**config.mk**
```make
export PLATFORM = sky130hd
export DESIGN_NAME = jdt_bridge
export DESIGN_NICKNAME = d
export VERILOG_FILES = /design/src/hdl/jdt_pkg.sv /design/src/hdl/jdt_pin_sync.sv /design/src/hdl/jdt_bridge.sv
export SDC_FILE = /design/constraint.sdc
export NUM_CORES = 1
export LEC_CHECK = 0
export ABC_AREA = 1
export CORE_MARGIN = 2
export CORE_UTILIZATION = 40
export DETAILED_ROUTE_END_ITERATION = 12
export DONT_BUFFER_PORTS = 1
export GPL_ROUTABILITY_DRIVEN = 0
export SLEW_MARGIN = 20
export SYNTH_ARGS = -nofsm -noshare
export SYNTH_HDL_FRONTEND = slang
export SYNTH_HIERARCHICAL = 1
export SYNTH_SLANG_ARGS = --single-unit
```
**constraint.sdc**
```tcl
create_clock -name sys_clk_i -period 2.3 [get_ports sys_clk_i]
set_input_delay 0.345 -clock sys_clk_i [delete_from_list [all_inputs] [get_ports sys_clk_i]]
set_output_delay 0.345 -clock sys_clk_i [all_outputs]
set_load 0.01 [all_outputs]
```
**src/hdl/jdt_pkg.sv**
```systemverilog
// constants, field layouts and carrier types of the jtag debug transport bridge
// assumes a single processor clock domain; jtag pins arrive asynchronously
package jdt_pkg;

   ////////////////////////////////////////////////////////////////////////////
   // instruction codes and data register lengths
   localparam int IR_LEN = 5;
   localparam logic [4:0] IR_IDENTIFICATION_CODE = 5'h01;
   localparam logic [4:0] IR_CSR = 5'h10;
   localparam logic [4:0] IR_DBUS = 5'h11;
   localparam logic [4:0] IR_CAPTURE_VAL = 5'h01;
   localparam logic [5:0] LEN_ID = 6'h20;
   localparam logic [5:0] LEN_CSR = 6'h20;
   localparam logic [5:0] LEN_DBUS = 6'h29;
   localparam logic [5:0] LEN_BYPASS = 6'h01;
   localparam int DR_MAX = 41;

   ////////////////////////////////////////////////////////////////////////////
   // identification register layout
   localparam logic [3:0] ID_VERSION = 4'h0;
   localparam logic [15:0] ID_PART = 16'h0000;
   localparam logic [10:0] ID_MAKER_DEFAULT = 11'h2a5; // arbitrary value, names no maker
   localparam logic ID_FIXED_ONE = 1'b1;

   ////////////////////////////////////////////////////////////////////////////
   // transport control and status layout
   localparam int CSR_HARDRST_BIT = 17;
   localparam int CSR_ERRCLR_BIT = 16;
   localparam logic [2:0] CSR_IDLE = 3'h0;
   localparam logic [5:0] CSR_ABITS = 6'h06;
   localparam logic [3:0] CSR_VERSION = 4'h1;
   localparam logic [13:0] CSR_RSVD_HI = 14'h0000;
   localparam logic CSR_RSVD_15 = 1'b0;

   ////////////////////////////////////////////////////////////////////////////
   // debug bus access layout and status codes
   localparam int DBUS_ADDR_LSB = 34;
   localparam int DBUS_DATA_LSB = 2;
   localparam logic [1:0] OP_NOP = 2'h0;
   localparam logic [1:0] OP_READ = 2'h1;
   localparam logic [1:0] OP_WRITE = 2'h2;
   localparam logic [1:0] ST_OK = 2'h0;
   localparam logic [1:0] ST_FAIL = 2'h2;
   localparam logic [1:0] ST_BUSY = 2'h3;

   ////////////////////////////////////////////////////////////////////////////
   // timing: tck at most one fifth of sys_clk
   localparam int TCK_RATIO_MIN = 5;
   localparam int SYNC_STAGES = 2;

   typedef enum logic [15:0] {
      TAP_RESET = 16'h0001,
      TAP_IDLE = 16'h0002,
      TAP_SEL_DR = 16'h0004,
      TAP_CAP_DR = 16'h0008,
      TAP_SH_DR = 16'h0010,
      TAP_EX1_DR = 16'h0020,
      TAP_PA_DR = 16'h0040,
      TAP_EX2_DR = 16'h0080,
      TAP_UPD_DR = 16'h0100,
      TAP_SEL_IR = 16'h0200,
      TAP_CAP_IR = 16'h0400,
      TAP_SH_IR = 16'h0800,
      TAP_EX1_IR = 16'h1000,
      TAP_PA_IR = 16'h2000,
      TAP_EX2_IR = 16'h4000,
      TAP_UPD_IR = 16'h8000
   } jdt_tap_t;

   typedef struct packed {
      logic valid;
      logic write;
      logic [6:0] addr;
      logic [31:0] wdata;
   } jdt_dbus_req_t;

   typedef struct packed {
      logic ack;
      logic err;
      logic [31:0] rdata;
   } jdt_dbus_rsp_t;

endpackage : jdt_pkg

```
**src/hdl/jdt_pin_sync.sv**
```systemverilog
// two-stage synchroniser for asynchronous jtag pins
// assumes the pins change no faster than the sys_clk can follow
`timescale 1ns/10ps
`default_nettype none
module jdt_pin_sync #(
   parameter int WIDTH = 3,
   parameter int STAGES = 2
) (
   input wire logic sys_clk_i,
   input wire logic rst_i,
   input wire logic [WIDTH-1:0] pin_i,
   output logic [WIDTH-1:0] sync_o
);
   import jdt_pkg::*;

   if (STAGES != SYNC_STAGES || WIDTH < 1) begin : g_check
      $error("jdt_pin_sync: unsupported width or stage count");
   end

   logic [WIDTH-1:0] meta_reg;
   logic [WIDTH-1:0] meta_next;
   logic [WIDTH-1:0] sync_reg;
   logic [WIDTH-1:0] sync_next;

   // the first stage feeds the second stage only
   always_comb begin
      meta_next = pin_i;
      sync_next = meta_reg;
   end

   always_ff @(posedge sys_clk_i) begin
      if (rst_i) begin
         meta_reg <= '0;
         sync_reg <= '0;
      end else begin
         meta_reg <= meta_next;
         sync_reg <= sync_next;
      end
   end

   assign sync_o = sync_reg;

endmodule : jdt_pin_sync
`default_nettype wire

```
**src/hdl/jdt_bridge.sv**
```systemverilog
// jtag tap and debug bus access bridge, oversampled in the sys_clk domain
// assumes tck at most a fifth of sys_clk and a controller that acks every request
//
// What this block does
// - no reset pin; tms sequence resets tap
// - debugger absent: tdi wired to tdo
// - one 5-bit instruction register selects data
// - code 00001 selects 32-bit identification
// - code 10000 selects 32-bit control/status
// - code 10001 selects 41-bit bus access
// - other codes select one-bit bypass
// - identification: zero version/part, maker code, one
// - status bit 17 resets bus, self-clears
// - status bit 16 clears sticky error
// - idle cycle field reads zero
// - bits 11:10 report bus operation status
// - bits 9:4 read address width six
// - bits 3:0 read version 0001
// - reserved status bits read zero
// - access bits 40:34 hold target address
// - access bits 33:2 carry data word
// - access bits 1:0: nop, read, write
// - halted cpu polls controller status register
`timescale 1ns/10ps
`default_nettype none
module jdt_bridge #(
   parameter bit DEBUG_EN = 1'b1,
   // arbitrary neutral maker code
   parameter logic [10:0] MAKER_CODE = jdt_pkg::ID_MAKER_DEFAULT
) (
   input wire logic sys_clk_i,
   input wire logic rst_i,
   input wire logic jtag_tck_i,
   input wire logic jtag_tms_i,
   input wire logic jtag_tdi_i,
   output logic jtag_tdo_o,
   output jdt_pkg::jdt_dbus_req_t dbus_req_o,
   input wire jdt_pkg::jdt_dbus_rsp_t dbus_rsp_i,
   output logic dbus_reset_o
);
   import jdt_pkg::*;

   ////////////////////////////////////////////////////////////////////////////
   // pin sampling; tck edges are only seen reliably at ratio 5 or more
   logic tck_s;
   logic tms_s;
   logic tdi_s;

   jdt_pin_sync #(.WIDTH(3), .STAGES(SYNC_STAGES)) u_sync (
      .sys_clk_i(sys_clk_i),
      .rst_i(rst_i),
      .pin_i({jtag_tck_i, jtag_tms_i, jtag_tdi_i}),
      .sync_o({tck_s, tms_s, tdi_s})
   );

   function automatic jdt_tap_t tap_step(input jdt_tap_t s, input logic tms);
      unique case (s)
         TAP_RESET: tap_step = tms ? TAP_RESET : TAP_IDLE;
         TAP_IDLE: tap_step = tms ? TAP_SEL_DR : TAP_IDLE;
         TAP_SEL_DR: tap_step = tms ? TAP_SEL_IR : TAP_CAP_DR;
         TAP_CAP_DR: tap_step = tms ? TAP_EX1_DR : TAP_SH_DR;
         TAP_SH_DR: tap_step = tms ? TAP_EX1_DR : TAP_SH_DR;
         TAP_EX1_DR: tap_step = tms ? TAP_UPD_DR : TAP_PA_DR;
         TAP_PA_DR: tap_step = tms ? TAP_EX2_DR : TAP_PA_DR;
         TAP_EX2_DR: tap_step = tms ? TAP_UPD_DR : TAP_SH_DR;
         TAP_UPD_DR: tap_step = tms ? TAP_SEL_DR : TAP_IDLE;
         TAP_SEL_IR: tap_step = tms ? TAP_RESET : TAP_CAP_IR;
         TAP_CAP_IR: tap_step = tms ? TAP_EX1_IR : TAP_SH_IR;
         TAP_SH_IR: tap_step = tms ? TAP_EX1_IR : TAP_SH_IR;
         TAP_EX1_IR: tap_step = tms ? TAP_UPD_IR : TAP_PA_IR;
         TAP_PA_IR: tap_step = tms ? TAP_EX2_IR : TAP_PA_IR;
         TAP_EX2_IR: tap_step = tms ? TAP_UPD_IR : TAP_SH_IR;
         TAP_UPD_IR: tap_step = tms ? TAP_SEL_DR : TAP_IDLE;
         default: tap_step = TAP_RESET;
      endcase
   endfunction : tap_step

   function automatic logic [5:0] dr_len(input logic [4:0] ir);
      unique case (ir)
         IR_IDENTIFICATION_CODE: dr_len = LEN_ID;
         IR_CSR: dr_len = LEN_CSR;
         IR_DBUS: dr_len = LEN_DBUS;
         default: dr_len = LEN_BYPASS;
      endcase
   endfunction : dr_len

   ////////////////////////////////////////////////////////////////////////////
   // state
   jdt_tap_t state_reg, state_next;
   logic tck_prev_reg, tck_prev_next;
   logic [4:0] ir_reg, ir_next;
   logic [4:0] irsh_reg, irsh_next;
   logic [DR_MAX-1:0] sh_reg, sh_next;
   logic tdo_reg, tdo_next;
   logic busy_reg, busy_next;
   logic [1:0] sticky_reg, sticky_next;
   logic [31:0] rdata_reg, rdata_next;
   jdt_dbus_req_t req_reg, req_next;
   logic dbrst_reg, dbrst_next;

   logic tck_rise;
   logic tck_fall;
   logic upd_dr;
   logic [5:0] len;
   logic [1:0] op;
   logic [1:0] stat_now;

   assign tck_rise = tck_s & ~tck_prev_reg;
   assign tck_fall = ~tck_s & tck_prev_reg;
   assign len = dr_len(ir_reg);
   assign op = sh_reg[1:0];
   assign upd_dr = tck_rise && (tap_step(state_reg, tms_s) == TAP_UPD_DR);
   assign stat_now = busy_reg ? ST_BUSY : sticky_reg;

   ////////////////////////////////////////////////////////////////////////////
   // next state
   always_comb begin
      state_next = state_reg;
      tck_prev_next = tck_s;
      ir_next = ir_reg;
      irsh_next = irsh_reg;
      sh_next = sh_reg;
      tdo_next = tdo_reg;
      busy_next = busy_reg;
      sticky_next = sticky_reg;
      rdata_next = rdata_reg;
      req_next = req_reg;
      dbrst_next = 1'b0;

      if (tck_rise) begin
         state_next = tap_step(state_reg, tms_s);
         unique case (state_reg)
            TAP_RESET: ir_next = IR_IDENTIFICATION_CODE;
            TAP_CAP_IR: irsh_next = IR_CAPTURE_VAL;
            TAP_SH_IR: irsh_next = {tdi_s, irsh_reg[4:1]};
            TAP_CAP_DR: begin
               sh_next = '0;
               unique case (ir_reg)
                  IR_IDENTIFICATION_CODE: sh_next[31:0] = {ID_VERSION, ID_PART, MAKER_CODE,
                                              ID_FIXED_ONE};
                  IR_CSR: sh_next[31:0] = {CSR_RSVD_HI, 2'b00, CSR_RSVD_15, CSR_IDLE,
                                           stat_now, CSR_ABITS, CSR_VERSION};
                  IR_DBUS: begin
                     sh_next = {req_reg.addr, rdata_reg, stat_now};
                     if (busy_reg) begin
                        sticky_next = ST_BUSY;
                     end
                  end
                  default: sh_next[0] = 1'b0;
               endcase
            end
            TAP_SH_DR: begin
               sh_next = sh_reg >> 1;
               sh_next[len - 6'h01] = tdi_s;
            end
            default: begin
            end
         endcase
         if (state_reg == TAP_EX1_IR || state_reg == TAP_EX2_IR) begin
            if (tms_s) begin
               ir_next = irsh_reg;
            end
         end
      end

      if (tck_fall) begin
         tdo_next = (state_reg == TAP_SH_IR) ? irsh_reg[0] : sh_reg[0];
      end

      // completion before new commands so a command in the ack cycle still launches
      if (dbus_rsp_i.ack && busy_reg) begin
         busy_next = 1'b0;
         req_next.valid = 1'b0;
         if (!req_reg.write) begin
            rdata_next = dbus_rsp_i.rdata;
         end
      end

      if (upd_dr && ir_reg == IR_CSR) begin
         if (sh_reg[CSR_ERRCLR_BIT] || sh_reg[CSR_HARDRST_BIT]) begin
            sticky_next = ST_OK;
         end
         if (sh_reg[CSR_HARDRST_BIT]) begin
            busy_next = 1'b0;
            req_next.valid = 1'b0;
            dbrst_next = 1'b1;
         end
      end

      // error sets override the clears above
      if (dbus_rsp_i.ack && busy_reg && dbus_rsp_i.err && sticky_next == ST_OK) begin
         sticky_next = ST_FAIL;
      end

      if (upd_dr && ir_reg == IR_DBUS && op != OP_NOP) begin
         if (busy_reg && !dbus_rsp_i.ack) begin
            sticky_next = ST_BUSY;
         end else if (sticky_reg == ST_OK && (op == OP_READ || op == OP_WRITE)) begin
            // request goes to the controller whose status the halted cpu polls
            busy_next = 1'b1;
            req_next.valid = 1'b1;
            req_next.write = (op == OP_WRITE);
            req_next.addr = sh_reg[DBUS_ADDR_LSB +: 7];
            req_next.wdata = sh_reg[DBUS_DATA_LSB +: 32];
         end
      end
   end

   always_ff @(posedge sys_clk_i) begin
      if (rst_i) begin
         state_reg <= TAP_RESET;
         tck_prev_reg <= 1'b0;
         ir_reg <= IR_IDENTIFICATION_CODE;
         irsh_reg <= '0;
         sh_reg <= '0;
         tdo_reg <= 1'b0;
         busy_reg <= 1'b0;
         sticky_reg <= ST_OK;
         rdata_reg <= '0;
         req_reg <= '0;
         dbrst_reg <= 1'b0;
      end else begin
         state_reg <= state_next;
         tck_prev_reg <= tck_prev_next;
         ir_reg <= ir_next;
         irsh_reg <= irsh_next;
         sh_reg <= sh_next;
         tdo_reg <= tdo_next;
         busy_reg <= busy_next;
         sticky_reg <= sticky_next;
         rdata_reg <= rdata_next;
         req_reg <= req_next;
         dbrst_reg <= dbrst_next;
      end
   end

   ////////////////////////////////////////////////////////////////////////////
   // outputs; without the debugger the chain stays intact through a wire
   assign jtag_tdo_o = DEBUG_EN ? tdo_reg : jtag_tdi_i;
   assign dbus_req_o = DEBUG_EN ? req_reg : '0;
   assign dbus_reset_o = DEBUG_EN ? dbrst_reg : 1'b0;
endmodule : jdt_bridge
`default_nettype wire

```
[After elaboration in Yosys (flattened, before gate mapping)]
Cells that the tools add are included.
Cells by class
  $add $sub $neg: 1
  magnitude comparators: 2
  eq/ne operators: 22
  multiplexer cells: 48
  bitwise gates (word level): 7
  reductions and logical operators: 28
Operator list (number)
  $pmux 16 s12: 1
  $mux 41: 3
  $pmux 31 s3: 1
  $pmux 41 s2: 1
  $bwmux 41: 1
  $eq 16x9->1 const B: 2
  $mux 16: 2
  $mux 9: 3
  $mux 2: 10
  $eq 16x1->1 const B: 1
  $eq 16x10->1 const B: 1
  $eq 16x11->1 const B: 1
  $eq 16x12->1 const B: 1
  $eq 16x13->1 const B: 1
  $eq 16x14->1 const B: 1
  $eq 16x15->1 const B: 1
  $eq 16x16->1 const B: 1
  $eq 16x2->1 const B: 1
  $eq 16x3->1 const B: 1
  $eq 16x4->1 const B: 1
  $eq 16x5->1 const B: 1
  $eq 16x6->1 const B: 1
  $eq 16x7->1 const B: 1
  $eq 16x8->1 const B: 1
  31 further kinds: 69
Storage, ports and cells
  register bits after elaboration: 152
  input port bits: 39
  logic and storage cells: 124

[Depth between registers and ports, before layout]
Gate-level depths: netlist of the first run.
  depth after elaboration: 12
  depth in mapped cells: 15

[By module]
Netlist of the first run, hierarchy kept.
Modules (own cells, without submodules)
  jdt_bridge: instances 1, cells each 858, area an instance 6278.5 um^2, seq. area each 2922.8 um^2
  jdt_pin_sync: instances 1, cells each 18, area an instance 165.2 um^2, seq. area each 120.1 um^2

[Least setup slack after synthesis of the first run]
Ideal clock, no wire load.
  path kind: flip-flop to flip-flop
  from: register state_reg[8]
  to: register req_reg (netlist bit dbus_req_o[0])
  data arrival time: 1660 ps
  required time: 2161 ps
  slack: 501 ps
  stages on the path, launching flop included: 14
  path buffers: 1
  cells stage by stage: dfxtp_1 nor2_4 nand2_2 nor2_8 nand2_2 nand2_2 nand3_1 nor2_1 nand2_1 inv_2 nand3_4 clkbuf_1 nand2_1 a21oi_2
Between the ends
  longest elaborated chain between the ends: 8
  elaborated cells on any way between the ends: 25
Ends and longest elaborated chain
  start, declared: RTL line jdt_bridge.sv:89  | jdt_tap_t state_reg, state_next;
  start signal, assigned: RTL line jdt_bridge.sv:223  | state_reg <= state_next;
  $eq 16x16->1, or another cell as far along: RTL line jdt_bridge.sv:57  | unique case (s)
  $reduce_or 3->1 (no source line) or $reduce_or 2->1 (tied branches)
  $pmux 16 s12 (*): RTL line jdt_bridge.sv:57
  $eq 16x9->1 (*): RTL line jdt_bridge.sv:112  | assign upd_dr = tck_rise && (tap_step(state_reg, tms_s) == TAP_UPD_DR);
  $logic_and 1x1->1 (*): RTL line jdt_bridge.sv:112
  $logic_and 1x1->1 (*) (2 in a row): RTL line jdt_bridge.sv:195  | if (upd_dr && ir_reg == IR_DBUS && op != OP_NOP) begin
  $reduce_and 3->1 (no source line) (*)
  end signal, assigned: RTL line jdt_bridge.sv:232  | req_reg <= req_next;
  end, declared: RTL line jdt_bridge.sv:98  | jdt_dbus_req_t req_reg, req_next;
Every way passes the cells marked *; elsewhere a longest branch is shown, timed or not.
A chain may end at the register's enable or synchronous reset.

[Final worst setup path of the first run]
  from: register state_reg[8]
  to: register req_reg (netlist bit dbus_req_o[4])
The elaborated chain is that of the path after synthesis.

==> run metrics, run 1 <==
area of the core 0.0158 sq mm; GR Overflow Total 0; critical path peak fanout 40; CTS Buf Count 17; Final #Nets 909; TNS Setup 0 ns; Final Slew Violations 0; post-placement cell count 1062; Fmax 485 MHz; clock sinks 152; slew margin rel. 0.364; leading area contributor after synthesis dfxtp_1; Cell variety after synth 34; largest net degree at the start of global routing 70; fillcell total 1619; syn nets 917; final core occ 0.461; Worst EP required 2.61 ns; remaining antenna violation count 0; Worst-path clk slew 0.06 ns; post-CTS setup buffer count 0; full die area 0.0171 sq mm; CTS tree yes; startpoint types register; Gate power share 0.029; status finished, final reports clean; Cell Area, Placed 0.00665 sq mm; n_diodes 0; Flop pwr share 0.471; vias in the first global route 5178; Clk network pwr share 0.499; Psw 1.28 mW; Synth Register Bits 152; first-pass GRT wire length 26.7 mm; all-layer global routing usage 0.200; Pwr per Cell Area 772 mW/mm^2; synth top area cells dfxtp_1, nand2_1, nor2_1; initial antenna violation count 0; part of the Yosys area used for sequential elements 0.472; Final Setup Violations 0; CP endpoint kind register; total power 5.64 mW; CTS H-tree depth 4; worst vdd ir 0.574 mV; io pins 82; Post-Layout Cell Count 1096; Max-Cap Viols 0; die height 131 microns; number of port buffers 0; Residual DRC 0; CTS max path bufs 2; worst min path class input pin to register; Leak 2.75 nW; Die X 131 microns; P_int 4.36 mW; vias per cell 5.15; DRT Pass-1 Iters 4; Post-Synthesis Cells 876; Initial Utilization 0.407; mean routed wirelength per cell 15.1 microns; vias 5649; CTS root buf clkbuf_16; layout cells sized above 1 0.111; # rows 46; fin area 0.00730 sq mm; RSZ-0062 raised after global routing no; Least-Margin Pin Slew 0.953 ns; initial drt markers 399; Fin Clk Skew 0.0204 ns; Synth Warn # 6; CP arrival 2.37 ns; Skew-Pair Late Insertion Delay 0.44 ns; switch share 0.227; Mean Syn Cell Area 7.36 sq um; area delta synth->final 13.3%; dpl hpwl 11.0 mm; synthesized area 0.00644 sq mm; CP Class register to register; min Tclk post-route 2.06 ns; Detailed Route WL 16.5 mm; Final period util 0.897; area fraction of the dominant cell type after synthesis 0.472; Hold Fails Final Rpt 0
-- final timing paths --
| path | slack (ns) | start | endpoint | cells after the start |
|---|---|---|---|---|
| max reg2reg | 0.24 | state_reg[8] | dbus_req_o[4] | 13 |
| min reg2reg | 0.40 | u_sync/meta_reg[0] | u_sync/sync_o[0] | 2 |
| max | 0.24 | state_reg[8] | dbus_req_o[4] | 13 |
| min | 0.03 | jtag_tck_i | u_sync/meta_reg[2] | 2 |
-- power groups by stage --
| stage | registers, mW | logic, mW | clock network (mW) |
|---|---|---|---|
| after CTS | 2.66 | 0.166 | 2.87 |
| after floorplan | 2.71 | 0.113 | 0 |
| after global placement | 2.72 | 0.136 | 0 |
| final | 2.66 | 0.166 | 2.82 |
| after detailed placement | 2.72 | 0.136 | 0 |
| after global routing | 2.66 | 0.185 | 2.97 |
-- synthesized netlist by cell type (all sizes together) --
library cell and n:
dfxtp 152, a31oi 34, a22oi 4, o31ai 1, ha 2, nand2 181, nand3 55, nor3 4
o21ai 91, a21oi 75, o2111ai 1, a211oi 6, o211ai 6, inv 65, o21a 1, nand4 8
nand3b 1, clkbuf 38, nor2 132, o21bai 2, clkinv 1, or2 1, buf 14, a221oi 1
-- layout by cell type, fill, tap and decap left out, drive strengths merged, types with 8 or more instances in the layout --
master / instances
nand3: 55
a21oi: 75
o21ai: 91
clkbuf: 19
buf: 23
nand2: 181
nand4: 8
a31oi: 34
inv: 68
dfxtp: 152
nor2: 132
-- kinds of logic (layout without fill, tap and decap cells) --
kind of cell               Yosys count  after routing  share of synthesized area
DFF                                152            152                      0.472
and+or+nand+nor                    382            382                      0.254
buffers and inverters              118            122                     0.0757
AOI/OAI and AO/OA                  222            222                      0.195
adders and majority gates            2              2                    0.00388
-- through the flow --
step	hold slack, ns	setup slack [ns]
global route	0.0242	0.0196
global placement	0.391	0.238
floorplan	0.388	0.501
CTS	0.00280	0.185
detailed placement	0.395	0.200
finish	0.0275	0.237
-- area by class of cell --
| class | instances | area [sq um] | share of cell area |
|---|---|---|---|
| Timing Repair Buffer | 25 | 220 | 0.0302 |
| Sequential cell | 152 | 3040 | 0.417 |
| Multi-Input combinational cell | 606 | 2920 | 0.399 |
| Clock buffer | 19 | 453 | 0.0620 |
| Inverter | 66 | 260 | 0.0356 |
| Tap cell | 216 | 270 | 0.0370 |
| Clock inverter | 12 | 141 | 0.0194 |
-- critical path, stage by stage (launching register included) --
cell and delay (ns):
dfxtp_1 0.35, nor2_4 0.14, nand2_2 0.13, nor2_8 0.21
nand2_2 0.11, nand2_2 0.10, nand3_1 0.08, nor2_1 0.10
nand2_1 0.10, inv_2 0.10, nand3_4 0.10, buf_6 0.23
nand2_1 0.12, a21oi_2 0.05
-- routing by layer --
layer | wire length (microns) | GRT usage | vias to the layer above
met4 | 166 | 0.0563 | 0
met3 | 1060 | 0.0647 | 12
met5 | 0 | 0 | -
li1 | - | - | 2895
met1 | 8210 | 0.284 | 2600
met2 | 7070 | 0.290 | 142
-- repair_timing --
item / in CTS / in global routing
gates resized for setup: 0 / 4
hold endpoints to repair: 69 / 0
hold buffers: 3 / 0
endpoints found under the setup margin: 0 / 18
Note: power is estimated with default switching activity, not from simulation.
==> run 2: changes to the inputs <==
==> constraint.sdc (replaced) <==
create_clock -name sys_clk_i -period 2.1 [get_ports sys_clk_i]
set_input_delay 0.315 -clock sys_clk_i [delete_from_list [all_inputs] [get_ports sys_clk_i]]
set_output_delay 0.315 -clock sys_clk_i [all_outputs]
set_load 0.01 [all_outputs]
==> run metrics, run 2 (synthesis gave the netlist of run 1 again) <==
GR Overflow Total 0 (unchanged); remaining antenna violation count 0 (unchanged); Detailed Route WL 17.6 mm (was 16.5 mm); Gate power share 0.033 (was 0.029); CP arrival 2.28 ns (was 2.37 ns); initial drt markers 485 (was 399); Psw 1.38 mW (was 1.28 mW); Initial Utilization 0.407 (unchanged); CTS H-tree depth 4 (unchanged); area delta synth->final 18.6% (was 13.3%); Final #Nets 928 (was 909); R2R depth 14 (was 13); Residual DRC 0 (unchanged); Critical R2R Capture dbus_req_o[7] (was dbus_req_o[4]); worst hold endpoint rdata_reg[14] (was u_sync/meta_reg[2]); Leak 2.92 nW (was 2.75 nW); Final period util 0.943 (was 0.897); hold path start dbus_rsp_i[14] (was jtag_tck_i); vias 5765 (was 5649); first-pass GRT wire length 26.5 mm (was 26.7 mm); Worst-path clk slew 0.06 ns (about the same); largest net degree at the start of global routing 84 (was 70); hold path cells 2 (unchanged); clock sinks 152 (unchanged); Fin Clk Skew 0.00966 ns (was 0.0204 ns); Skew-Pair Late Insertion Delay 0.43 ns (was 0.44 ns); Reg-to-Reg Start state_reg[14] (was state_reg[8]); startpoint types register (unchanged); P_int 4.85 mW (was 4.36 mW); slew margin rel. 0.364 (about the same); Worst EP required 2.40 ns (was 2.61 ns); mean routed wirelength per cell 15.8 microns (was 15.1 microns); dpl ws 0.0555 ns (was 0.200 ns); Die X 131 microns (unchanged); status finished, final reports clean (unchanged); CTS max path bufs 2 (unchanged); Final Setup Violations 0 (unchanged); initial antenna violation count 0 (unchanged); post-route setup slack 0.119 ns (was 0.237 ns); CTS Buf Count 17 (unchanged); layout cells sized above 1 0.145 (was 0.111); CP Class register to register (unchanged); Hold Fails Final Rpt 0 (unchanged); n_diodes 0 (unchanged); fillcell total 1558 (was 1619); total power 6.22 mW (was 5.64 mW); worst min path class input pin to register (unchanged); all-layer global routing usage 0.198 (was 0.200); CTS root buf clkbuf_16 (unchanged); vias in the first global route 5129 (was 5178); die height 131 microns (unchanged); commonest non-fill, non-tap cell in the layout nand2_1 (unchanged); CP endpoint kind register (unchanged); Flop pwr share 0.468 (was 0.471); full die area 0.0171 sq mm (unchanged); Clk network pwr share 0.499 (about the same); Final Slew Violations 0 (unchanged); vias per cell 5.17 (was 5.15); dpl hpwl 10.9 mm (was 11.0 mm); min Tclk post-route 1.98 ns (was 2.06 ns); # rows 46 (unchanged); Max-Cap Viols 0 (unchanged); DRT Pass-1 Iters 8 (was 4); number of port buffers 0 (unchanged); Least-Margin Pin Slew 0.953 ns (about the same); area of the core 0.0158 sq mm (unchanged); Fmax 505 MHz (was 485 MHz); worst vdd ir 0.575 mV (was 0.574 mV); most frequent cells in the layout nand2_1, dfxtp_1, nor2_1 (unchanged); R2R Setup Slk 0.12 ns (was 0.24 ns); switch share 0.221 (was 0.227); CTS tree yes (unchanged); io pins 82 (unchanged); Pwr per Cell Area 814 mW/mm^2 (was 772 mW/mm^2); critical path peak fanout 18 (was 40)
==> run 2: changes by cell type in the layout (fill, tap and decap cells not counted), sizes merged <==
cell / previous run / this run
buf: 23 / 36
clkinv: 4 / 10
clkinvlp: 4 / 0
clkbuf: 19 / 21
bufinv: 2 / 3
dlygate4sd3: 2 / 3
==> run 2: worst max-delay path: stages, from the launching register on <==
cell	delay (ns)
dfxtp_1	0.36
nor2_4	0.15
nand2_4	0.09
nor2_8	0.14
nand2_2	0.08
nand2_2	0.10
nand3_2	0.07
nor2_1	0.13
nand2_1	0.10
inv_2	0.10
nand3_4	0.07
buf_12	0.17
buf_12	0.15
nand2_1	0.08
a21oi_2	0.05
==> run 2: per-stage QoR <==
stage	hold WS [ns]	setup TNS [ns]	area, sq um	utilization	std cells
final	0.0195	0	7640	0.483	1115
after global routing	0.00430	-0.752	7640	0.483	1115
after CTS	0.00538	0	7360	0.465	1102
after detailed placement	0.393	0	6710	0.424	1067
after global placement	0.391	0	6710	0.424	1067
after floorplan	0.386	0	6440	-	876
==> run 2: worst max path at each step <==
| stage | to | from | slack [ns] | cells after the start |
|---|---|---|---|---|
| floorplan | dbus_req_o[0] | state_reg[8] | 0.30 | 13 |
| CTS | dbus_req_o[29] | state_reg[10] | 0.04 | 13 |
| global placement | dbus_req_o[22] | state_reg[10] | 0.12 | 13 |
| global route | state_reg[0] | state_reg[1] | -0.05 | 14 |
| finish | dbus_req_o[7] | state_reg[14] | 0.12 | 14 |
| detailed placement | dbus_req_o[29] | state_reg[12] | 0.06 | 13 |
==> run 2: layout make-up <==
type | instances | area (sq um) | share of cell area
well taps | 216 | 270 | 0.0354
multi-input cells | 606 | 2970 | 0.388
repair inverters | 2 | 25.0 | 0.00327
clock buffers | 18 | 429 | 0.0562
inverters | 66 | 263 | 0.0344
repair buffers | 42 | 470 | 0.0616
clock inverters | 13 | 169 | 0.0221
flip-flops and latches | 152 | 3050 | 0.399
==> run 2: layer usage <==
layer  vias up  share of wire  wire [microns]  GRT usage
li1       2941              -               -          -
met1      2646           0.51            8970      0.291
met2       159           0.42            7370      0.278
met3        19          0.062            1090     0.0611
met4         0          0.011             186     0.0576
met5         -              0               0          0
==> run 2: power by group through the flow <==
| stage | clock [mW] | combinational [mW] | sequential [mW] |
|---|---|---|---|
| after floorplan | 0 | 0.124 | 2.97 |
| after global placement | 0 | 0.154 | 2.97 |
| after detailed placement | 0 | 0.152 | 2.97 |
| after CTS | 3.16 | 0.187 | 2.91 |
| after global routing | 3.28 | 0.226 | 2.91 |
| final | 3.11 | 0.204 | 2.91 |
==> run 2: timing repair <==
action,in CTS,in global routing
endpoints found under the setup margin,0,84
buffers inserted,0,8
hold buffers,4,0
endpoints found under the hold margin,68,0
gates resized for setup,0,30
